===== src/include/mcsd_cfg.svh =====
`ifndef MCSD_CFG_SVH
`define MCSD_CFG_SVH
// Register byte offsets (one aligned word each)
`define MCSD_OFS_LMASK_LO  8'h00
`define MCSD_OFS_LMASK_HI  8'h04
`define MCSD_OFS_UMASK_LO  8'h08
`define MCSD_OFS_UMASK_HI  8'h0C
`define MCSD_OFS_MMASK_LO  8'h10
`define MCSD_OFS_MMASK_HI  8'h14
`define MCSD_OFS_MBASE_LO  8'h18
`define MCSD_OFS_MBASE_HI  8'h1C
`define MCSD_OFS_ENABLE    8'h20
`define MCSD_OFS_STATUS    8'h24
// Field layouts
`define MCSD_LOW_MASK_MSK  8'hF1
`define MCSD_MID_MASK_MSK  8'hCF
`define MCSD_BASE_LO_MSK   8'hC0
`define MCSD_EN_MSK        8'hF0
`define MCSD_EN_SR_BIT     0
`define MCSD_EN_LOWER_BIT  7
`define MCSD_EN_UPPER_BIT  6
`define MCSD_EN_Q_BIT      5
`define MCSD_EN_S_BIT      4
`define MCSD_RESET_VALUE   8'h00
// AHB encodings
`define MCSD_HTRANS_NONSEQ 2'h2
`define MCSD_HTRANS_SEQ    2'h3
`define MCSD_RDATA_ZERO    32'h0000_0000
`endif


===== src/include/mcsd_pkg.sv =====
package mcsd_pkg;
  // Software-visible configuration
  typedef struct packed {
    logic [11:0] lowerMask;
    logic        lowerRefresh;
    logic [11:0] upperMask;
    logic        upperRefresh;
    logic [9:0]  midMask;
    logic [3:0]  midRefresh;
    logic [9:0]  midBase;
    logic        lowerEnable;
    logic        upperEnable;
    logic        quarterEnable;
    logic        singleEnable;
  } mcsd_cfg_type;

  // Selects, active low: lower, upper, four mid
  typedef struct packed {
    logic       lowerN;
    logic       upperN;
    logic [3:0] midN;
  } mcsd_sel_type;

  // Bus slave state
  typedef struct packed {
    logic       pending;
    logic       write;
    logic [7:0] addr;
    logic [31:0] rdata;
  } mcsd_bus_type;
endpackage


===== src/core/mcsd_area_match.sv =====
`include "mcsd_cfg.svh"
// Masked compare of address lines 23..12 against a reference pattern
module mcsd_area_match (
  // Address and compare settings
  input  wire logic [31:0] addr,
  input  wire logic [11:0] mask,
  input  wire logic [11:0] pattern,
  // Result
  output logic             hit
);
  // Top byte must be zero; masked bits must equal pattern
  assign hit = (addr[31:24] == 8'h00) &&
               (((addr[23:12] ^ pattern) & mask) == 12'h000);
endmodule // mcsd_area_match


===== src/core/mcsd_mid_split.sv =====
`include "mcsd_cfg.svh"
// Picks the quarter of the mid-range area from the top two unmasked lines below the mask
module mcsd_mid_split (
  // Area settings
  input  wire logic [31:0] addr,
  input  wire logic [9:0]  mask,
  // Quarter index
  output logic [1:0]       quarter
);
  logic [9:0] freeBits;
  assign freeBits = ~mask;

  // Quarter bits are the two highest don't-care lines 23..14 below a mask run
  // An all-free run starts at A23; otherwise the top of the free run sits below a mask bit
  always_comb begin
    quarter = addr[15:14];
    if (freeBits[9]) quarter = addr[23:22];
    for (int i = 8; i >= 1; i--) begin
      if (freeBits[i] && !freeBits[i+1]) begin
        quarter = {addr[i+14], addr[i+13]};
      end
    end
  end
endmodule // mcsd_mid_split


===== src/core/mcsd_select_decode.sv =====
`include "mcsd_cfg.svh"
// Behaviour
// - Lower area starts at zero, power-of-two size from 4 Kbytes via mask.
// - Lower mask bit set forces address line 23..12 to zero; clear ignores it.
// - Lower select needs master enable, A31-A24 zero, masked lines zero.
// - Lower refresh enable asserts lower select in refresh, ignoring master enable.
// - Upper area sits just below the 16 Mbyte top, power-of-two size.
// - Upper mask bit set forces address line 23..12 to one; clear ignores it.
// - Upper select needs master enable, A31-A24 zero, masked lines one.
// - Upper refresh enable asserts upper select in refresh, ignoring master enable.
// - Scheme 1 splits mid area into four quarters, select 0 lowest.
// - Scheme 2 mid area lies between lower and upper areas.
// - Scheme 1 mid mask bit set compares address line with base bit.
// - Scheme 2 ignores the mid mask bits.
// - Each mid select has its own refresh enable.
// - Reserved register bits read zero; software writes zero.
// - Scheme 2 uses only mid select 0 for the whole mid area.
// - Scheme 1 mid select needs enable, A31-A24 zero, masked base match.
// - Enabled select asserts one clock after its transaction starts, from the second clock on.
module mcsd_select_decode (
  // Clock and reset
  input  wire logic                 clk,
  input  wire logic                 rst,
  // AHB-Lite slave
  input  wire logic                 hsel,
  input  wire logic [31:0]          haddr,
  input  wire logic [1:0]           htrans,
  input  wire logic                 hwrite,
  input  wire logic [2:0]           hsize,
  input  wire logic [31:0]          hwdata,
  input  wire logic                 hready,
  output logic [31:0]               hrdata,
  output logic                      hreadyout,
  output logic                      hresp,
  // Memory bus transaction
  input  wire logic [31:0]          memAddr,
  input  wire logic                 memStart,
  input  wire logic                 memActive,
  input  wire logic                 refreshActive,
  // Chip selects
  output mcsd_pkg::mcsd_sel_type    selectN
);
  // ----------------------------------------------------------------
  // State
  // ----------------------------------------------------------------
  typedef struct packed {
    mcsd_pkg::mcsd_cfg_type cfg;
    mcsd_pkg::mcsd_bus_type bus;
    mcsd_pkg::mcsd_sel_type sel;
  } mcsd_state_type;

  mcsd_state_type state;
  mcsd_state_type next_state;

  // ----------------------------------------------------------------
  // Area matching
  // ----------------------------------------------------------------
  logic       lowerHit;
  logic       upperHit;
  logic       midHit;
  logic [1:0] quarter;
  logic       inLower;
  logic       inUpper;
  logic       topZero;

  // Lower area compares masked lines against zero
  mcsd_area_match lowerMatch (
    .addr    (memAddr),
    .mask    (state.cfg.lowerMask),
    .pattern (12'h000),
    .hit     (lowerHit)
  );

  // Upper area compares masked lines against one
  mcsd_area_match upperMatch (
    .addr    (memAddr),
    .mask    (state.cfg.upperMask),
    .pattern (12'hFFF),
    .hit     (upperHit)
  );

  // Mid area compares masked lines against the base
  mcsd_area_match midMatch (
    .addr    (memAddr),
    .mask    ({state.cfg.midMask, 2'b00}),
    .pattern ({state.cfg.midBase, 2'b00}),
    .hit     (midHit)
  );

  // Quarter index from the first free lines below the mask run
  mcsd_mid_split midSplit (
    .addr    (memAddr),
    .mask    (state.cfg.midMask),
    .quarter (quarter)
  );

  // Scheme 2 range membership is taken from the areas alone, not enables
  assign inLower = lowerHit;
  assign inUpper = upperHit;
  assign topZero = (memAddr[31:24] == 8'h00);

  // ----------------------------------------------------------------
  // Next state
  // ----------------------------------------------------------------
  always_comb begin
    logic       memCycle;
    logic [7:0] wbyte;
    logic [7:0] a;
    next_state = state;
    memCycle   = memStart || memActive;
    wbyte      = hwdata[7:0];
    a          = state.bus.addr;

    // Selects follow the current address; evaluated every cycle
    next_state.sel = '{lowerN: 1'b1, upperN: 1'b1, midN: 4'hF};
    if (memCycle && !refreshActive) begin
      if (state.cfg.lowerEnable && lowerHit) next_state.sel.lowerN = 1'b0;
      if (state.cfg.upperEnable && upperHit) next_state.sel.upperN = 1'b0;
      if (state.cfg.quarterEnable && midHit) begin
        next_state.sel.midN[quarter] = 1'b0;
      end else if (state.cfg.singleEnable && topZero && !inLower && !inUpper) begin
        next_state.sel.midN[0] = 1'b0;
      end
    end
    if (memCycle && refreshActive) begin
      next_state.sel.lowerN = ~state.cfg.lowerRefresh;
      next_state.sel.upperN = ~state.cfg.upperRefresh;
      next_state.sel.midN   = ~state.cfg.midRefresh;
    end

    // Address phase capture
    next_state.bus.pending = 1'b0;
    if (hsel && hready && (htrans == `MCSD_HTRANS_NONSEQ || htrans == `MCSD_HTRANS_SEQ)) begin
      next_state.bus.pending = 1'b1;
      next_state.bus.write   = hwrite;
      next_state.bus.addr    = haddr[7:0];
    end

    // Data phase write; reserved bits are not stored
    if (state.bus.pending && state.bus.write) begin
      unique case (a)
        `MCSD_OFS_LMASK_LO: begin
          next_state.cfg.lowerMask[3:0] = wbyte[7:4];
          next_state.cfg.lowerRefresh   = wbyte[0];
        end
        `MCSD_OFS_LMASK_HI: next_state.cfg.lowerMask[11:4] = wbyte;
        `MCSD_OFS_UMASK_LO: begin
          next_state.cfg.upperMask[3:0] = wbyte[7:4];
          next_state.cfg.upperRefresh   = wbyte[0];
        end
        `MCSD_OFS_UMASK_HI: next_state.cfg.upperMask[11:4] = wbyte;
        `MCSD_OFS_MMASK_LO: begin
          next_state.cfg.midMask[1:0] = wbyte[7:6];
          next_state.cfg.midRefresh   = wbyte[3:0];
        end
        `MCSD_OFS_MMASK_HI: next_state.cfg.midMask[9:2] = wbyte;
        `MCSD_OFS_MBASE_LO: next_state.cfg.midBase[1:0] = wbyte[7:6];
        `MCSD_OFS_MBASE_HI: next_state.cfg.midBase[9:2] = wbyte;
        `MCSD_OFS_ENABLE: begin
          // Set/reset write: only selected bits change
          if (wbyte[`MCSD_EN_LOWER_BIT]) next_state.cfg.lowerEnable = wbyte[`MCSD_EN_SR_BIT];
          if (wbyte[`MCSD_EN_UPPER_BIT]) next_state.cfg.upperEnable = wbyte[`MCSD_EN_SR_BIT];
          if (wbyte[`MCSD_EN_Q_BIT]) next_state.cfg.quarterEnable = wbyte[`MCSD_EN_SR_BIT];
          if (wbyte[`MCSD_EN_S_BIT]) next_state.cfg.singleEnable = wbyte[`MCSD_EN_SR_BIT];
        end
        default: ;
      endcase
    end

    // Read data prepared in the address phase, presented next cycle
    next_state.bus.rdata = `MCSD_RDATA_ZERO;
    if (hsel && hready && htrans[1] && !hwrite) begin
      unique case (haddr[7:0])
        `MCSD_OFS_LMASK_LO: next_state.bus.rdata[7:0] =
          {state.cfg.lowerMask[3:0], 3'b000, state.cfg.lowerRefresh};
        `MCSD_OFS_LMASK_HI: next_state.bus.rdata[7:0] = state.cfg.lowerMask[11:4];
        `MCSD_OFS_UMASK_LO: next_state.bus.rdata[7:0] =
          {state.cfg.upperMask[3:0], 3'b000, state.cfg.upperRefresh};
        `MCSD_OFS_UMASK_HI: next_state.bus.rdata[7:0] = state.cfg.upperMask[11:4];
        `MCSD_OFS_MMASK_LO: next_state.bus.rdata[7:0] =
          {state.cfg.midMask[1:0], 2'b00, state.cfg.midRefresh};
        `MCSD_OFS_MMASK_HI: next_state.bus.rdata[7:0] = state.cfg.midMask[9:2];
        `MCSD_OFS_MBASE_LO: next_state.bus.rdata[7:0] = {state.cfg.midBase[1:0], 6'h00};
        `MCSD_OFS_MBASE_HI: next_state.bus.rdata[7:0] = state.cfg.midBase[9:2];
        `MCSD_OFS_ENABLE: next_state.bus.rdata[7:0] = {state.cfg.lowerEnable,
          state.cfg.upperEnable, state.cfg.quarterEnable, state.cfg.singleEnable, 4'h0};
        `MCSD_OFS_STATUS: next_state.bus.rdata[7:0] = {2'b00, state.sel};
        default: next_state.bus.rdata = `MCSD_RDATA_ZERO;
      endcase
    end
  end

  // ----------------------------------------------------------------
  // Registers
  // ----------------------------------------------------------------
  // Reset leaves all selects high and every area disabled
  always_ff @(posedge clk or posedge rst) begin
    if (rst) begin
      state     <= '0;
      state.sel <= '{lowerN: 1'b1, upperN: 1'b1, midN: 4'hF};
    end else begin
      state <= next_state;
    end
  end

  // Zero-wait slave, always OKAY
  assign hrdata    = state.bus.rdata;
  assign hreadyout = 1'b1;
  assign hresp     = 1'b0;
  assign selectN   = state.sel;
endmodule // mcsd_select_decode


===== config.mk =====
export PLATFORM = sky130hd
export DESIGN_NAME = mcsd_select_decode
export DESIGN_NICKNAME = d
export VERILOG_FILES = /design/src/include/mcsd_pkg.sv /design/src/core/mcsd_area_match.sv /design/src/core/mcsd_mid_split.sv /design/src/core/mcsd_select_decode.sv
export VERILOG_INCLUDE_DIRS = /design/src /design/src/include
export SDC_FILE = /design/constraint.sdc
export NUM_CORES = 1
export LEC_CHECK = 0
export BUFFER_PORTS_ARGS = -buffer_cell sky130_fd_sc_hd__buf_2
export CORE_UTILIZATION = 56
export DETAILED_ROUTE_END_ITERATION = 6
export PLACE_DENSITY = 0.86
export SYNTH_ARGS = -nofsm -noshare
export SYNTH_HDL_FRONTEND = slang
export SYNTH_HIERARCHICAL = 1
export SYNTH_SLANG_ARGS = --single-unit

===== constraint.sdc =====
create_clock -name clk -period 7.55 [get_ports clk]
set_input_delay 1.51 -clock clk [delete_from_list [all_inputs] [get_ports clk]]
set_output_delay 1.51 -clock clk [all_outputs]
set_load 0.01 [all_outputs]

==> summary.txt <==
Timing
  – Final setup TNS: 0 ps
  – Actual slew at the worst max-slew pin: 964 ps
  – Period utilization: 42.2%
  – Fmax: 314 MHz
  – Final setup fails: 0
  – Relative slew slack: 35.7%
  – Setup Skew: 10.7 ps
  – Worst hold margin: 520 ps
  – Unrepaired setup endpoints after global routing: no
  – Final hold violation count: 0
  – Crit path time final: 3190 ps
  – Fin. max-slew vios: 0

CTS
  – Root Buffer: clkbuf_8
  – Clk buf depth: 2
  – Clock sinks: 78
  – PostCTS Resize Cnt: 0
  – CTS H-tree lvls: 3
  – TritonCTS clock tree: yes
  – CTS clk-pin slew, worst paths: 80 ps
  – Number of hold buffers added after cts: 0
  – Num CTS Buffers: 9
  – Worst-Skew Late Latency: 350 ps
  – Postcts setup bufs: 0

Pwr
  – Comb pwr share: 15.9%
  – Int Pwr: 0.630 mW
  – Sequential power share: 52.4%
  – PwrDens: 170 nW/um2
  – Net Sw Frac: 29.9%
  – Switching pwr: 0.269 mW
  – Clk pwr share: 31.7%
  – Max VDD drop: 93.1 uV
  – Leak pwr: 2.43 nW
  – Overall power: 0.899 mW

Synthesis
  – Seq/Total Area, Yosys: 40.2%
  – Syn avg cell area: 10.7 um2
  – Post-synth cell types: 59
  – Post-synth ARST share: 100%
  – EDFF count, synth: 0
  – Syn Inst Count: 455
  – Register bit count reported by yosys: 78
  – Synth top area cells: dfrtp_1 (37%), mux2_2 (15%), xor2_1 (6.5%)
  – Mapped cell area: 4880 um2
  – Ys Warns: 6
  – Ys flop type: dfrtp_1
  – Post-synth top area share: 36.9%
  – Area leader, netlist: dfrtp_1

Final layout
  – Non-Filler Instances: 631
  – Sequential Area: 1960 um2
  – ANT cells: 0
  – Final Net Count: 630
  – Commonest non-fill, non-tap cell in the layout: dfrtp_1
  – Multi-input combinational cell area: 2710 um2
  – Fill cell count: 649
  – Final core utilization: 63.5%
  – Commonest non-fill, non-tap cells in the layout: dfrtp_1 (72), mux2_2 (65), buf_2 (58), conb_1 (54), xor2_1 (36)
  – Share of layout cells above drive strength 1: 30.8%
  – Layout area overhead: 8.52%

Setup path
  – Worst reg-to-reg setup slack: 5140 ps
  – Critical path class: input pin to flip-flop
  – Arr. time, crit path: 3440 ps
  – CP Max Fanout: 5
  – Crit. Startpoint: memAddr[21]
  – Reg2Reg Capture Point: selectN[0]$_DFF_PP1_
  – R2R depth: 7
  – Critical path required time: 7800 ps
  – CP cell instances: buf_2, mux2_4, a2111oi_2, o41ai_1, o2bb2ai_1, or2_2, o21ai_0, o221ai_1
  – Crit Reg-Reg Startpoint: state[74]$_DFFE_PP0P_
  – Worst setup SP type: input pin
  – Setup crit end kind: flip-flop
  – Crit path largest cell delay: 360 ps
  – Slowest-stage cell, CP: a2111oi_2

Die
  – Die width: 95.3 um
  – Core Rows: 33
  – Io pins: 149
  – Die Height: 95.3 um
  – Core box area: 8340 um2
  – Initial Utilization: 58.5%
  – Die area: 9090 um2

Worst hold path
  – Min-Delay Endpoint: state[44]$_DFFE_PP0P_
  – Worst hold path depth: 1
  – Critical hold path startpoint: state[44]$_DFFE_PP0P_
  – Hold WC Path Type: flip-flop to flip-flop

Drt
  – Drt wl/cell: 19.5 um
  – DR vias/cell: 6.17
  – 1st-iter DRT viols: 388
  – Final WL: 12,300 um
  – TritonRoute pass-1 iters: 7
  – DRT antenna net count: 0
  – Total number of vias: 3,895
  – DRC Markers: 0

Place
  – Dpl cells: 615
  – HPWL after detailed placement: 9080 um
  – PortBufs: 58
  – Routability Congestion: 0.967

Global routing
  – First-pass GRT wire length: 19,500 um
  – Initial antenna violation count: 0
  – Total gr overflow: 0
  – Largest net degree at the start of global routing: 79
  – Gr usage total: 29.3%
  – Vias in the first global route: 3,754

Flow run
  – Max-cap violations: 0

Outcome
  – Outcome: completed
-- power by group through the flow --
stage | sequential [mW] | clock [mW] | combinational [mW]
6_report | 0.471 | 0.285 | 0.143
5_1_grt | 0.474 | 0.303 | 0.157
4_1_cts | 0.470 | 0.284 | 0.141
3_5_place_dp | 0.478 | 0 | 0.140
3_3_place_gp | 0.476 | 0 | 0.134
2_1_floorplan | 0.467 | 0 | 0.112
-- registers in the layout, indices dropped and copies added (netlist names) --
name	count
state	64
hrdata	8
selectN	6
-- how the worst max path moves through the flow --
stage / endpoint / slack (ps)
final: selectN[0]$_DFF_PP1_ / 4360
after global routing: selectN[2]$_DFF_PP1_ / 4300
after CTS: selectN[0]$_DFF_PP1_ / 4440
after detailed placement: selectN[0]$_DFF_PP1_ / 4110
after global placement: selectN[0]$_DFF_PP1_ / 4110
after floorplan: hrdata[0]$_DFF_PP0_ / 4050
-- cell usage after synthesis (4+ instances only) --
master	count
dfrtp_1	72
mux2_2	65
buf_4	41
xor2_1	36
nand3_1	21
o21ai_0	21
nand2_1	20
mux2i_1	14
nor2_1	12
a22oi_1	11
nor4_1	10
nor2b_1	9
nor3_1	9
a21oi_1	7
and3_1	7
buf_2	7
inv_1	7
dfstp_2	6
nand2b_1	6
a22o_1	5
a31oi_1	5
clkbuf_1	5
nand4_1	5
mux2_1	4
-- worst max-delay path: cells and delay by family --
family	cells	cell delay, ps
AOI/OAI and AO/OA	5	1190
muxes	1	280
buffers and inverters	1	150
and+or+nand+nor	1	310
-- cell type report --
cell class	instances	share of cell area (%)
tap	105	2.48
sequential	78	37.0
clock inverter	4	0.473
multi-input combinational	366	51.2
timing repair buffer	59	5.63
inverter	7	0.496
clock buffer	12	2.74
-- logic make-up after synthesis --
kind of cell	synth area share, %
AO/OA/AOI/OAI	9.98
XOR/XNOR	6.46
buffers and inverters	8.31
flip-flops	40.2
multiplexers	19.6
other	0.154
AND/OR/NAND/NOR	15.3
-- metal layers --
layer	routed length, um	GRT usage (%)
met1	4990	39.9
met2	5660	44.9
met3	1250	6.46
met4	442	12.9
met5	0	0
-- metrics by stage --
step	setup slack [ps]	cell area, um2
after detailed placement	4110	5120
after floorplan	4050	5070
after global routing	4300	5290
final	4360	5290
after CTS	4440	5290
after global placement	4110	5120
Note: power is estimated with default switching activity, not from simulation.
